$ cat src/drf_pkg.sv
// Constants and carrier types for the data memory register file
package drf_pkg;

  // Variant selection: sizes of the special and general groups and banking
  typedef enum logic [1:0] {
    DRF_VAR_SMALL,
    DRF_VAR_PORTC,
    DRF_VAR_LARGE_PORTC,
    DRF_VAR_LARGE
  } drf_variant_t;

  localparam int DATA_W       = 8;
  localparam int ADDR_W       = 5;
  localparam int PORT_A_W     = 4;
  localparam int BANK_W       = 2;
  localparam int SLOT_W       = 7;

  // Direct address map of the register file
  localparam logic [ADDR_W-1:0] ADR_INDIRECT = 5'h00;
  localparam logic [ADDR_W-1:0] ADR_TIMER    = 5'h01;
  localparam logic [ADDR_W-1:0] ADR_PCL      = 5'h02;
  localparam logic [ADDR_W-1:0] ADR_STATUS   = 5'h03;
  localparam logic [ADDR_W-1:0] ADR_POINTER  = 5'h04;
  localparam logic [ADDR_W-1:0] ADR_PORT_A   = 5'h05;
  localparam logic [ADDR_W-1:0] ADR_PORT_B   = 5'h06;
  localparam logic [ADDR_W-1:0] ADR_PORT_C   = 5'h07;
  localparam logic [ADDR_W-1:0] ADR_BANK_LO  = 5'h10;

  // Group sizes per variant
  localparam int SFR_SMALL    = 7;
  localparam int GPR_SMALL    = 25;
  localparam int SFR_PORTC    = 8;
  localparam int GPR_PORTC    = 24;
  localparam int BANKED_GPR   = 48;
  localparam int BANK_SIZE    = 16;
  localparam int GPR_SLOTS    = GPR_SMALL + BANKED_GPR;

  // Pointer layout: bank select bits and bits that are not implemented
  localparam int PTR_BANK_LSB = 5;
  localparam logic [DATA_W-1:0] PTR_FIXED_SMALL = 8'hE0;
  localparam logic [DATA_W-1:0] PTR_FIXED_LARGE = 8'h80;

  // Status bit positions and writable mask
  localparam int ST_C  = 0;
  localparam int ST_DC = 1;
  localparam int ST_Z  = 2;
  localparam logic [DATA_W-1:0] ST_SW_MASK = 8'hE7;
  localparam logic [DATA_W-1:0] ST_FLAG_MASK = 8'h07;

  // Option bit positions
  localparam int OPT_EDGE = 4;
  localparam int OPT_SRC  = 5;

  // Reset values
  localparam logic [DATA_W-1:0] STATUS_RST  = 8'h18;
  localparam logic [DATA_W-1:0] OPTION_RST  = 8'hFF;
  localparam logic [DATA_W-1:0] TRIS_RST    = 8'hFF;
  localparam logic [DATA_W-1:0] PCL_RST     = 8'hFF;
  localparam logic [DATA_W-1:0] POINTER_RST = 8'h00;
  localparam logic [DATA_W-1:0] TIMER_RST   = 8'h00;

  // Cycle rate divider: one instruction cycle is four oscillator periods
  localparam int CLK_DIV = 4;
  localparam logic [1:0] DIV_LAST = 2'(CLK_DIV - 1);
  localparam int CLKOUT_BIT = 1;

  // Port select for direction writes
  localparam logic [1:0] SEL_PORT_A = 2'h1;
  localparam logic [1:0] SEL_PORT_B = 2'h2;
  localparam logic [1:0] SEL_PORT_C = 2'h3;

  typedef struct packed {
    logic              valid;
    logic              write;
    logic [ADDR_W-1:0] addr;
    logic [DATA_W-1:0] wdata;
  } drf_req_t;

  typedef struct packed {
    logic              valid;
    logic [DATA_W-1:0] data;
  } drf_rsp_t;

  typedef struct packed {
    logic pc_inc;
    logic flags_we;
    logic z;
    logic dc;
    logic c;
  } drf_core_ctl_t;

  typedef struct packed {
    logic              tris_we;
    logic [1:0]        tris_sel;
    logic              option_we;
    logic [DATA_W-1:0] wdata;
  } drf_cfg_t;

endpackage

$ cat src/drf_register_file.sv
// Data memory register file: special function and general purpose registers
`timescale 1ns/1ns

// Overview of operation
// - Data memory is one register file holding special and general groups.
// - Special group holds timer, program counter, status, ports and pointer.
// - Extra registers set port directions and prescaler options.
// - General registers hold data that instructions read and modify.
// - Small variant: 7 special, 25 general registers, no banks.
// - Extra port variant: 8 special and 24 general registers.
// - Large extra port variant: 8 special, 24 general, 48 banked.
// - Large variant: 7 special, 25 general, 48 banked general registers.
// - Low master clear input resets the control registers; data memory is kept.
// - In RC mode clock output runs at a quarter of the oscillator.
// - A dedicated input pin can clock the timer counter.
// - Every entry is reachable directly or through the pointer register.
module drf_register_file
#(
  parameter drf_pkg::drf_variant_t VARIANT = drf_pkg::DRF_VAR_SMALL
)
(
  // Clock and reset
  input  wire logic                             CLK,
  input  wire logic                             RST,
  // Device pins
  input  wire logic                             MASTER_CLEAR_N,
  input  wire logic                             RC_MODE,
  output logic                                  CYCLE_RATE_CLOCK_OUTPUT,
  output logic                                  CYCLE_ENABLE,
  input  wire logic                             TIMER_EXTERNAL_CLOCK_IN,
  // Port pins
  input  wire logic [drf_pkg::PORT_A_W-1:0]     PORT_A_IN,
  output logic      [drf_pkg::PORT_A_W-1:0]     PORT_A_OUT,
  output logic      [drf_pkg::PORT_A_W-1:0]     PORT_A_OE,
  input  wire logic [drf_pkg::DATA_W-1:0]       PORT_B_IN,
  output logic      [drf_pkg::DATA_W-1:0]       PORT_B_OUT,
  output logic      [drf_pkg::DATA_W-1:0]       PORT_B_OE,
  input  wire logic [drf_pkg::DATA_W-1:0]       PORT_C_IN,
  output logic      [drf_pkg::DATA_W-1:0]       PORT_C_OUT,
  output logic      [drf_pkg::DATA_W-1:0]       PORT_C_OE,
  // Core datapath
  input  wire drf_pkg::drf_req_t                CORE_REQ,
  input  wire drf_pkg::drf_core_ctl_t           CORE_CTL,
  input  wire drf_pkg::drf_cfg_t                CORE_CFG,
  output drf_pkg::drf_rsp_t                     CORE_RSP,
  output logic      [drf_pkg::DATA_W-1:0]       PROGRAM_COUNTER_LOW,
  output logic      [drf_pkg::DATA_W-1:0]       STATUS_OUT,
  output logic      [drf_pkg::DATA_W-1:0]       OPTION_OUT
);
  import drf_pkg::*;

  // Variant derived structure
  localparam logic HAS_PORT_C = (VARIANT == DRF_VAR_PORTC) || (VARIANT == DRF_VAR_LARGE_PORTC);
  localparam logic HAS_BANK   = (VARIANT == DRF_VAR_LARGE) || (VARIANT == DRF_VAR_LARGE_PORTC);
  localparam int   SFR_COUNT  = HAS_PORT_C ? SFR_PORTC : SFR_SMALL;
  localparam int   GPR_COUNT  = HAS_PORT_C ? GPR_PORTC : GPR_SMALL;
  localparam logic [DATA_W-1:0] PTR_FIXED = HAS_BANK ? PTR_FIXED_LARGE : PTR_FIXED_SMALL;

  typedef struct packed {
    logic                                master_clear_n_s1;
    logic                                master_clear_n_s2;
    logic                                tck_s1;
    logic                                tck_s2;
    logic                                tck_prev;
    logic [PORT_A_W-1:0]                 pa_s1;
    logic [PORT_A_W-1:0]                 pa_s2;
    logic [DATA_W-1:0]                   pb_s1;
    logic [DATA_W-1:0]                   pb_s2;
    logic [DATA_W-1:0]                   pc_s1;
    logic [DATA_W-1:0]                   pc_s2;
    logic [1:0]                          div;
    logic                                clkout;
    logic                                cycle_pulse;
    logic [DATA_W-1:0]                   timer;
    logic [DATA_W-1:0]                   pcl;
    logic [DATA_W-1:0]                   status;
    logic [DATA_W-1:0]                   pointer;
    logic [PORT_A_W-1:0]                 lat_a;
    logic [DATA_W-1:0]                   lat_b;
    logic [DATA_W-1:0]                   lat_c;
    logic [PORT_A_W-1:0]                 tris_a;
    logic [DATA_W-1:0]                   tris_b;
    logic [DATA_W-1:0]                   tris_c;
    logic [DATA_W-1:0]                   option;
    drf_rsp_t                            rsp;
    logic [GPR_SLOTS-1:0][DATA_W-1:0]    gpr;
  } drf_state_t;

  drf_state_t q;
  drf_state_t d;

  // Storage slot of a general register, MSB set when the address has one.
  // Bank 0 and the low half of every bank share the common slots, so the
  // common registers stay visible whatever the pointer's bank bits say.
  function automatic logic [SLOT_W:0] slot_of(logic [ADDR_W-1:0] a, logic [BANK_W-1:0] b);
    logic [SLOT_W-1:0] idx;
    logic              ok;
    idx = '0;
    ok  = 1'b0;
    if (a < ADR_PORT_C)
    begin
      ok = 1'b0;
    end
    else if (a == ADR_PORT_C && HAS_PORT_C)
    begin
      ok = 1'b0;
    end
    else if (HAS_BANK && a >= ADR_BANK_LO && b != '0)
    begin
      ok  = 1'b1;
      idx = SLOT_W'(GPR_SMALL) + SLOT_W'({b - 2'h1, 4'h0}) + SLOT_W'(a - ADR_BANK_LO);
    end
    else
    begin
      ok  = 1'b1;
      idx = SLOT_W'(a - ADR_PORT_C);
    end
    return {ok, idx};
  endfunction

  logic [ADDR_W-1:0] eff_addr;
  logic [BANK_W-1:0] eff_bank;
  logic [SLOT_W:0]   slot;
  logic              ext_edge;
  logic              tick;
  logic              do_wr;
  logic [DATA_W-1:0] rd_val;

  // Indirect access goes through the pointer; address zero is not a register
  always_comb
  begin
    eff_addr = (CORE_REQ.addr == ADR_INDIRECT) ? q.pointer[ADDR_W-1:0] : CORE_REQ.addr;
    eff_bank = HAS_BANK ? q.pointer[PTR_BANK_LSB +: BANK_W] : '0;
    slot     = slot_of(eff_addr, eff_bank);
  end

  // Timer source: synchronised pin edge or the instruction cycle enable
  always_comb
  begin
    ext_edge = q.option[OPT_EDGE] ? (q.tck_prev & ~q.tck_s2) : (~q.tck_prev & q.tck_s2);
    tick     = q.option[OPT_SRC] ? ext_edge : q.cycle_pulse;
    do_wr    = CORE_REQ.valid & CORE_REQ.write;
  end

  // Read multiplexer; port reads return the pin level, not the latch
  always_comb
  begin
    rd_val = '0;
    if (eff_addr == ADR_INDIRECT)
    begin
      rd_val = '0;
    end
    else if (eff_addr == ADR_TIMER)
    begin
      rd_val = q.timer;
    end
    else if (eff_addr == ADR_PCL)
    begin
      rd_val = q.pcl;
    end
    else if (eff_addr == ADR_STATUS)
    begin
      rd_val = q.status;
    end
    else if (eff_addr == ADR_POINTER)
    begin
      rd_val = q.pointer | PTR_FIXED;
    end
    else if (eff_addr == ADR_PORT_A)
    begin
      rd_val = {{(DATA_W-PORT_A_W){1'b0}}, q.pa_s2};
    end
    else if (eff_addr == ADR_PORT_B)
    begin
      rd_val = q.pb_s2;
    end
    else if (eff_addr == ADR_PORT_C && HAS_PORT_C)
    begin
      rd_val = q.pc_s2;
    end
    else if (slot[SLOT_W])
    begin
      rd_val = q.gpr[slot[SLOT_W-1:0]];
    end
  end

  always_comb
  begin
    d = q;
    // Two-stage synchronisers for every pin input except RC_MODE
    d.master_clear_n_s1  = MASTER_CLEAR_N;
    d.master_clear_n_s2  = q.master_clear_n_s1;
    d.tck_s1   = TIMER_EXTERNAL_CLOCK_IN;
    d.tck_s2   = q.tck_s1;
    d.tck_prev = q.tck_s2;
    d.pa_s1    = PORT_A_IN;
    d.pa_s2    = q.pa_s1;
    d.pb_s1    = PORT_B_IN;
    d.pb_s2    = q.pb_s1;
    d.pc_s1    = PORT_C_IN;
    d.pc_s2    = q.pc_s1;

    // Cycle rate divider: high for the last half of each four-clock cycle
    d.div         = q.div + 2'h1;
    d.clkout      = RC_MODE & d.div[CLKOUT_BIT];
    d.cycle_pulse = (q.div == DIV_LAST);

    // Hardware updates; a file write in the same cycle overrides them below
    if (tick)
    begin
      d.timer = q.timer + 8'h01;
    end
    if (CORE_CTL.pc_inc)
    begin
      d.pcl = q.pcl + 8'h01;
    end

    // File writes
    if (do_wr)
    begin
      if (eff_addr == ADR_TIMER)
      begin
        d.timer = CORE_REQ.wdata;
      end
      else if (eff_addr == ADR_PCL)
      begin
        d.pcl = CORE_REQ.wdata;
      end
      else if (eff_addr == ADR_STATUS)
      begin
        // Time-out and power-down bits are read only
        d.status = (q.status & ~ST_SW_MASK) | (CORE_REQ.wdata & ST_SW_MASK);
      end
      else if (eff_addr == ADR_POINTER)
      begin
        d.pointer = CORE_REQ.wdata & ~PTR_FIXED;
      end
      else if (eff_addr == ADR_PORT_A)
      begin
        d.lat_a = CORE_REQ.wdata[PORT_A_W-1:0];
      end
      else if (eff_addr == ADR_PORT_B)
      begin
        d.lat_b = CORE_REQ.wdata;
      end
      else if (eff_addr == ADR_PORT_C && HAS_PORT_C)
      begin
        d.lat_c = CORE_REQ.wdata;
      end
      else if (slot[SLOT_W])
      begin
        d.gpr[slot[SLOT_W-1:0]] = CORE_REQ.wdata;
      end
    end

    // Flag updates from the ALU take precedence over a file write to status
    if (CORE_CTL.flags_we)
    begin
      d.status[ST_Z]  = CORE_CTL.z;
      d.status[ST_DC] = CORE_CTL.dc;
      d.status[ST_C]  = CORE_CTL.c;
    end

    // Direction and option registers have their own strobes
    if (CORE_CFG.tris_we)
    begin
      if (CORE_CFG.tris_sel == SEL_PORT_A)
      begin
        d.tris_a = CORE_CFG.wdata[PORT_A_W-1:0];
      end
      else if (CORE_CFG.tris_sel == SEL_PORT_B)
      begin
        d.tris_b = CORE_CFG.wdata;
      end
      else if (CORE_CFG.tris_sel == SEL_PORT_C && HAS_PORT_C)
      begin
        d.tris_c = CORE_CFG.wdata;
      end
    end
    if (CORE_CFG.option_we)
    begin
      d.option = CORE_CFG.wdata;
    end

    // One-cycle read answer
    d.rsp.valid = CORE_REQ.valid & ~CORE_REQ.write;
    d.rsp.data  = CORE_REQ.valid & ~CORE_REQ.write ? rd_val : q.rsp.data;

    // Master clear: control registers return to reset, data memory is kept
    if (!q.master_clear_n_s2)
    begin
      d.timer     = TIMER_RST;
      d.pcl       = PCL_RST;
      d.status    = STATUS_RST;
      d.pointer   = POINTER_RST;
      d.option    = OPTION_RST;
      d.tris_a    = TRIS_RST[PORT_A_W-1:0];
      d.tris_b    = TRIS_RST;
      d.tris_c    = TRIS_RST;
      d.rsp.valid = 1'b0;
    end
  end

  always_ff @(posedge CLK or posedge RST)
  begin
    if (RST)
    begin
      q         <= '0;
      q.pcl     <= PCL_RST;
      q.status  <= STATUS_RST;
      q.option  <= OPTION_RST;
      q.tris_a  <= TRIS_RST[PORT_A_W-1:0];
      q.tris_b  <= TRIS_RST;
      q.tris_c  <= TRIS_RST;
    end
    else
    begin
      q <= d;
    end
  end

  // Outputs; a set direction bit means input, so the pin is not driven
  assign CYCLE_RATE_CLOCK_OUTPUT = q.clkout;
  assign CYCLE_ENABLE            = q.cycle_pulse;
  assign PORT_A_OUT              = q.lat_a;
  assign PORT_A_OE               = ~q.tris_a;
  assign PORT_B_OUT              = q.lat_b;
  assign PORT_B_OE               = ~q.tris_b;
  assign PORT_C_OUT              = HAS_PORT_C ? q.lat_c : '0;
  assign PORT_C_OE               = HAS_PORT_C ? ~q.tris_c : '0;
  assign CORE_RSP                = q.rsp;
  assign PROGRAM_COUNTER_LOW     = q.pcl;
  assign STATUS_OUT              = q.status;
  assign OPTION_OUT              = q.option;

endmodule

$ cat config.mk
export PLATFORM = sky130hd
export DESIGN_NAME = drf_register_file
export DESIGN_NICKNAME = d
export VERILOG_FILES = /design/src/drf_pkg.sv /design/src/drf_register_file.sv
export SDC_FILE = /design/constraint.sdc
export NUM_CORES = 1
export LEC_CHECK = 0
export ABC_AREA = 1
export BUFFER_PORTS_ARGS = -buffer_cell sky130_fd_sc_hd__buf_2
export CAP_MARGIN = 25
export CORE_MARGIN = 2
export CORE_UTILIZATION = 45
export CTS_CLUSTER_DIAMETER = 40
export DETAILED_ROUTE_END_ITERATION = 8
export GPL_TIMING_DRIVEN = 0
export PLACE_DENSITY_LB_ADDON = 0.25
export SLEW_MARGIN = 5
export SYNTH_ARGS = -nofsm -noshare
export SYNTH_HDL_FRONTEND = slang
export SYNTH_SLANG_ARGS = --single-unit
$ cat constraint.sdc
create_clock -name CLK -period 12.4 [get_ports CLK]
set_input_delay 1.86 -clock CLK [delete_from_list [all_inputs] [get_ports CLK]]
set_output_delay 1.86 -clock CLK [all_outputs]
set_load 0.01 [all_outputs]
**Yosys cells after proc, flatten, opt, wreduce, memory -nomap -nowiden**

Cells that the tools add are included.

- $add $sub $neg: 4
- $lt $le $gt $ge: 3
- Equality and inequality tests: 24
- Mux-type cells: 39
- Bitwise logic cells: 18
- Reduce and logical (&&, ||, !) cells: 11

Operators with widths:

| operator | count |
|---|---|
| $bwmux 584 | 1 |
| $mux 8 | 21 |
| $bmux 8 s7 | 1 |
| $demux 8 s7 | 1 |
| $mux 44 | 1 |
| $mux 36 | 1 |
| $mux 32 | 1 |
| $mux 29 | 1 |
| $mux 28 | 1 |
| $mux 12 | 2 |
| $mux 20 | 1 |
| $add 8x1->8 const B | 2 |
| $eq 5x3->1 const B | 3 |
| $ne 2x2->1 const B | 6 |
| $eq 5x2->1 const B | 2 |
| $logic_not 5->1 | 2 |
| $ne 2x1->1 const B | 5 |
| $not 1->1 | 10 |
| $lt 7x8->1 const B | 1 |
| $mux 4 | 2 |
| $not 8->8 | 1 |
| $or 5x8->8 | 1 |
| $reduce_and 4->1 | 2 |
| $reduce_and 8->1 | 1 |
| other kinds (21) | 29 |

- Flip-flop bits (word level): 687
- Bits of input ports: 57
- Output and inout bits: 75

**Depth between registers and ports, before layout**

- Depth after elaboration: 14
- Mapped depth: 27
- Gate-level depth less buffers: 26

**Worst setup path after synthesis**

No wires, ideal clock.

- Path type: input to register
- From: input port CORE_REQ[12] (netlist bit)
- To: register q (netlist bit CORE_RSP[5])
- Library setup time: 117 ps
- Arrival: 4,610 ps
- Required time: 12,283 ps
- Setup slack: 7,674 ps
- Stages on the path: 22
- Cells stage by stage: nor2_4 nand2_1 inv_1 nand2_1 o21bai_4 inv_2 clkbuf_1 ha_1 clkinv_1 o21ai_4 inv_2 buf_2 o22ai_1 nand2_1 nand3_1 nand3_1 nand3_1 nand2_1 nand2_1 nand2_1 nand2_1 nand2_1

- Word-level cells in the longest chain between the ends: 14

Ends and longest elaborated chain:

| item | line | RTL |
|---|---|---|
| start, declared | drf_register_file.sv:42 | `input wire drf_pkg::drf_req_t CORE_REQ,` |
| $logic_not 5->1 | drf_register_file.sv:132 | `eff_addr = (CORE_REQ.addr == ADR_INDIRECT) ? q.pointer[ADDR_W-1:0] : CORE_REQ.addr;` |
| $mux 5 * | drf_register_file.sv:132 |  |
| $sub 5x3->6 or $lt 5x3->1 (tied branches) | drf_register_file.sv:116, drf_register_file.sv:100 |  |
| $mux 7 | drf_register_file.sv:100 | `if (a < ADR_PORT_C)` |
| $bmux 8 s7 | drf_register_file.sv:183 | `rd_val = q.gpr[slot[SLOT_W-1:0]];` |
| $mux 8 (implied by the code) | drf_register_file.sv:183 |  |
| $mux 8 | drf_register_file.sv:181 | `else if (slot[SLOT_W])` |
| $mux 8 | drf_register_file.sv:173 | `else if (eff_addr == ADR_PORT_B)` |
| $mux 8 | drf_register_file.sv:169 | `else if (eff_addr == ADR_PORT_A)` |
| $mux 8 | drf_register_file.sv:165 | `else if (eff_addr == ADR_POINTER)` |
| $mux 8 | drf_register_file.sv:161 | `else if (eff_addr == ADR_STATUS)` |
| $mux 8 | drf_register_file.sv:157 | `else if (eff_addr == ADR_PCL)` |
| $mux 8 | drf_register_file.sv:153 | `else if (eff_addr == ADR_TIMER)` |
| $mux 8 * | drf_register_file.sv:149 | `if (eff_addr == ADR_INDIRECT)` |
| end, declared | drf_register_file.sv:89 | `drf_state_t q;` |

Every way passes the cells marked *; elsewhere a longest branch is shown, timed or not. The select of a mux whose other input is x is not followed.
A chain may end at the register's enable or synchronous reset.

**Worst setup path after layout**

- From: input port CORE_REQ[12] (netlist bit)
- To: register q (netlist bit CORE_RSP[7])

The elaborated chain is that of the path after synthesis.

==> out/metrics.yaml <==
status: "complete, no violations"
report.final.slew_viol_count: 0
via_per_inst: 5.378
synthTopCellsByArea: "dfrtp_1 48%, nand2_1 13%, o21ai_0 6.6%, dfstp_2 4.5%, nand3_1 4.0%"
via_count: 14789
row_count: 71
path_clk_slew_ps: 60
tns_ps: 0
postCtsSetupBuffers: 0
yosys.area.top_type_share_pct: 48.31
period_needed_ps: 6051
grt_use_total_pct: 26.81
yosys_warnings: 0
wl_um: 51340
fin_util_pct: 53.53
ctsRootBufferMaster: "clkbuf_16"
cts.sinks: 358
reg2reg_depth: 17
ff_latch_area_mm2: 0.008995
tightestPinTransition_ps: 870.8
synth.distinct_cells: 46
crit_path_end_kind: "flop"
yosysMostFrequentCell: "nand2_1"
cts_buffer_depth: 3
setup_viol: 0
nNetsFinal: 2268
die_w_um: 198.6
synth_cells: 2028
grt_first_pass_wirelength_um: 80690
drive_gt1_share_pct: 19.21
leakage_nw: 9.648
cts_hold_buf: 0
final_area_mm2: 0.02007
cp-start-kind: "input port"
cp_max_fo: 11
clkPwrFrac_pct: 43.4
r2r-start: "q[641]"
ys_async_sr_fraction_pct: 100.0
drtAntennaViolNets: 0
avgRoutedWirePerCell_um: 18.67
ys.flop_type: "dfrtp_1"
area_delta_synth_final_pct: 17.77
setup.worst_path.class: "input port to flop"
min_path_type: "flop to flop"
top_level_ports: 132
maxCapViolations: 0
internal_power_mw: 2.435
grt_pass1_vias: 14160
cts.repair.resized: 0
clkLatencyLatePin_ps: 580
grt_max_degree: 129
hold_viol: 0
die_h_um: 198.6
slew_headroom_pct: 41.95
port_buffers: 107
die-area_mm2: 0.03944
drt-initial-drc-count: 1474
synth_commonest_cells: "582 x nand2_1, 329 x dfrtp_1, 226 x o21ai_0, 137 x nand3_1, 123 x inv_1"
crit_required_ps: 12860
synth_area_mm2: 0.01704
dr.pass1.iters: 5
synth-edff-count: 0
peakVddDrop_uv: 140.6
multi_input_area_mm2: 0.006580
worstReg2RegEnd: "CORE_RSP[7]"
grt_overflow: 0
htreeDepth: 2
power_mw: 3.370
swShare_pct: 27.74
power.density_mw_per_mm2: 167.9
max_freq_ghz: 0.1653
crit_path_end: "CORE_RSP[7]"
skew_ps: 9.126
sequentialPowerShare_pct: 41.6
comb_power_share_pct: 15.0
tritoncts: "built"
drt_drc_violations_left: 0
ys_ff_latch: 358
r2r_slack_ps: 7720
arrival_ps: 6510
n_antenna_cell: 0
p_switching_mw: 0.9347
antenna_found_initial: 0
rsz0062_at_grt: "no"
worstSetupStartpoint: "CORE_REQ[12]"
ys_seq_area_share_pct: 52.79
nFillCells: 3511
cts_made_buffers: 49
synth_top_area_cell: "dfrtp_1"
dp_hpwl_um: 36980
avgSynthCellArea_um2: 8.402
place_congestion: 0.9602
placed_cell_area_mm2: 0.01836
coreArea_mm2: 0.03749
fin_crit_sh_pct: 48.80
initial_utilization_pct: 45.45
-- placed cells by master, fill, tap and decap left out, types with 3 or more instances in the layout --
cell / n
nand3b_1: 9
mux2_2: 6
nand4_1: 17
dfstp_2: 29
bufinv_16: 8
o221a_2: 3
nand3_1: 137
xnor2_1: 3
o22ai_1: 21
nor3_1: 4
clkbuf_8: 3
or2_2: 9
buf_4: 70
clkbuf_16: 51
o21ai_0: 226
xor2_1: 10
clkinvlp_4: 4
conb_1: 16
clkbuf_1: 64
nand2_1: 582
o21ai_1: 91
nand2_4: 3
nand2_2: 26
nor2_2: 8
nor2_8: 9
nor2_1: 98
inv_2: 9
clkinv_2: 9
buf_16: 3
dfrtp_1: 329
clkinv_4: 4
ha_1: 7
a21oi_1: 60
nand3_2: 5
inv_1: 122
buf_2: 154
-- metrics by stage --
| stage | instances | worst slack, ps | hold slack, ps |
|---|---|---|---|
| after global routing | 2750 | 6228 | 354.5 |
| after CTS | 2750 | 6495 | 348.2 |
| after floorplan | 2043 | 654.3 | 331.2 |
| after detailed placement | 2664 | 5899 | 334.7 |
| after global placement | 2661 | -3048 | 332.7 |
| final | 2750 | 6349 | 347.9 |
-- power by group through the flow --
stage / combinational, mW / clock (mW) / sequential (mW)
after floorplan: 0.344 / 0 / 1.39
after global placement: 0.482 / 0 / 1.41
after detailed placement: 0.498 / 0 / 1.41
after CTS: 0.501 / 1.48 / 1.40
after global routing: 0.567 / 1.53 / 1.42
final: 0.505 / 1.46 / 1.40
-- area by class of cell --
type                            instances  share of cell area [%]
Clock buffer                           59                   6.659
Sequential cell                       358                   44.82
Inverter                              135                   2.575
Tap cell                              511                   3.186
Buffer                                180                   5.044
Timing Repair Buffer                  110                   3.080
Clock inverter                         27                   1.846
Multi-Input combinational cell       1370                   32.79
-- per-layer routing --
| metal | routed length, µm | track usage [%] | vias up |
|---|---|---|---|
| met1 | 21760 | 36.74 | 7082 |
| met3 | 4627 | 5.697 | 128 |
| li1 | - | - | 6868 |
| met5 | 0 | 0 | - |
| met2 | 22800 | 41.39 | 711 |
| met4 | 2154 | 11.30 | 0 |
-- how the worst min path moves through the flow --
stage	start	endpoint	slack (ps)	cells past startpoint
final	d[710]	q[710]	350	0
after global routing	d[694]	q[694]	350	0
after CTS	d[710]	q[710]	350	0
after detailed placement	d[710]	q[710]	330	0
after global placement	d[720]	q[720]	330	0
after floorplan	d[718]	d[717]	330	0
-- state kept, by name (all words and copies together), names as in the netlist --
register,cells
q,297
d,15
CORE_RSP,9
OPTION_OUT,8
PORT_B_OUT,8
PROGRAM_COUNTER_LOW,8
STATUS_OUT,7
PORT_A_OUT,4
CYCLE_ENABLE,1
CYCLE_RATE_CLOCK_OUTPUT,1
-- cell families after synthesis --
kind of cell	share of synthesized area, %
DFF	52.79
AOI/OAI and AO/OA	12.70
other	0.02201
muxes	0.3965
adders and majority gates	0.5140
xor gates and xnor gates	0.6682
and+or+nand+nor	23.99
buffers and inverters	8.929
-- critical path, stage by stage --
cell and delay (ps):
buf_2 130, nor2_4 140, nand2_1 80, inv_1 70, nand2_1 80, o21bai_4 370
inv_2 150, clkbuf_1 420, ha_1 490, clkinv_1 340, o21ai_4 570, clkbuf_1 650
nand3_1 250, nand4_1 230, a21oi_1 100, nand3_1 160, nand2_1 130, nand2_1 80
nand2_1 60, nand2_1 80, nand2_1 50
Power figures use the tool's default switching activity.
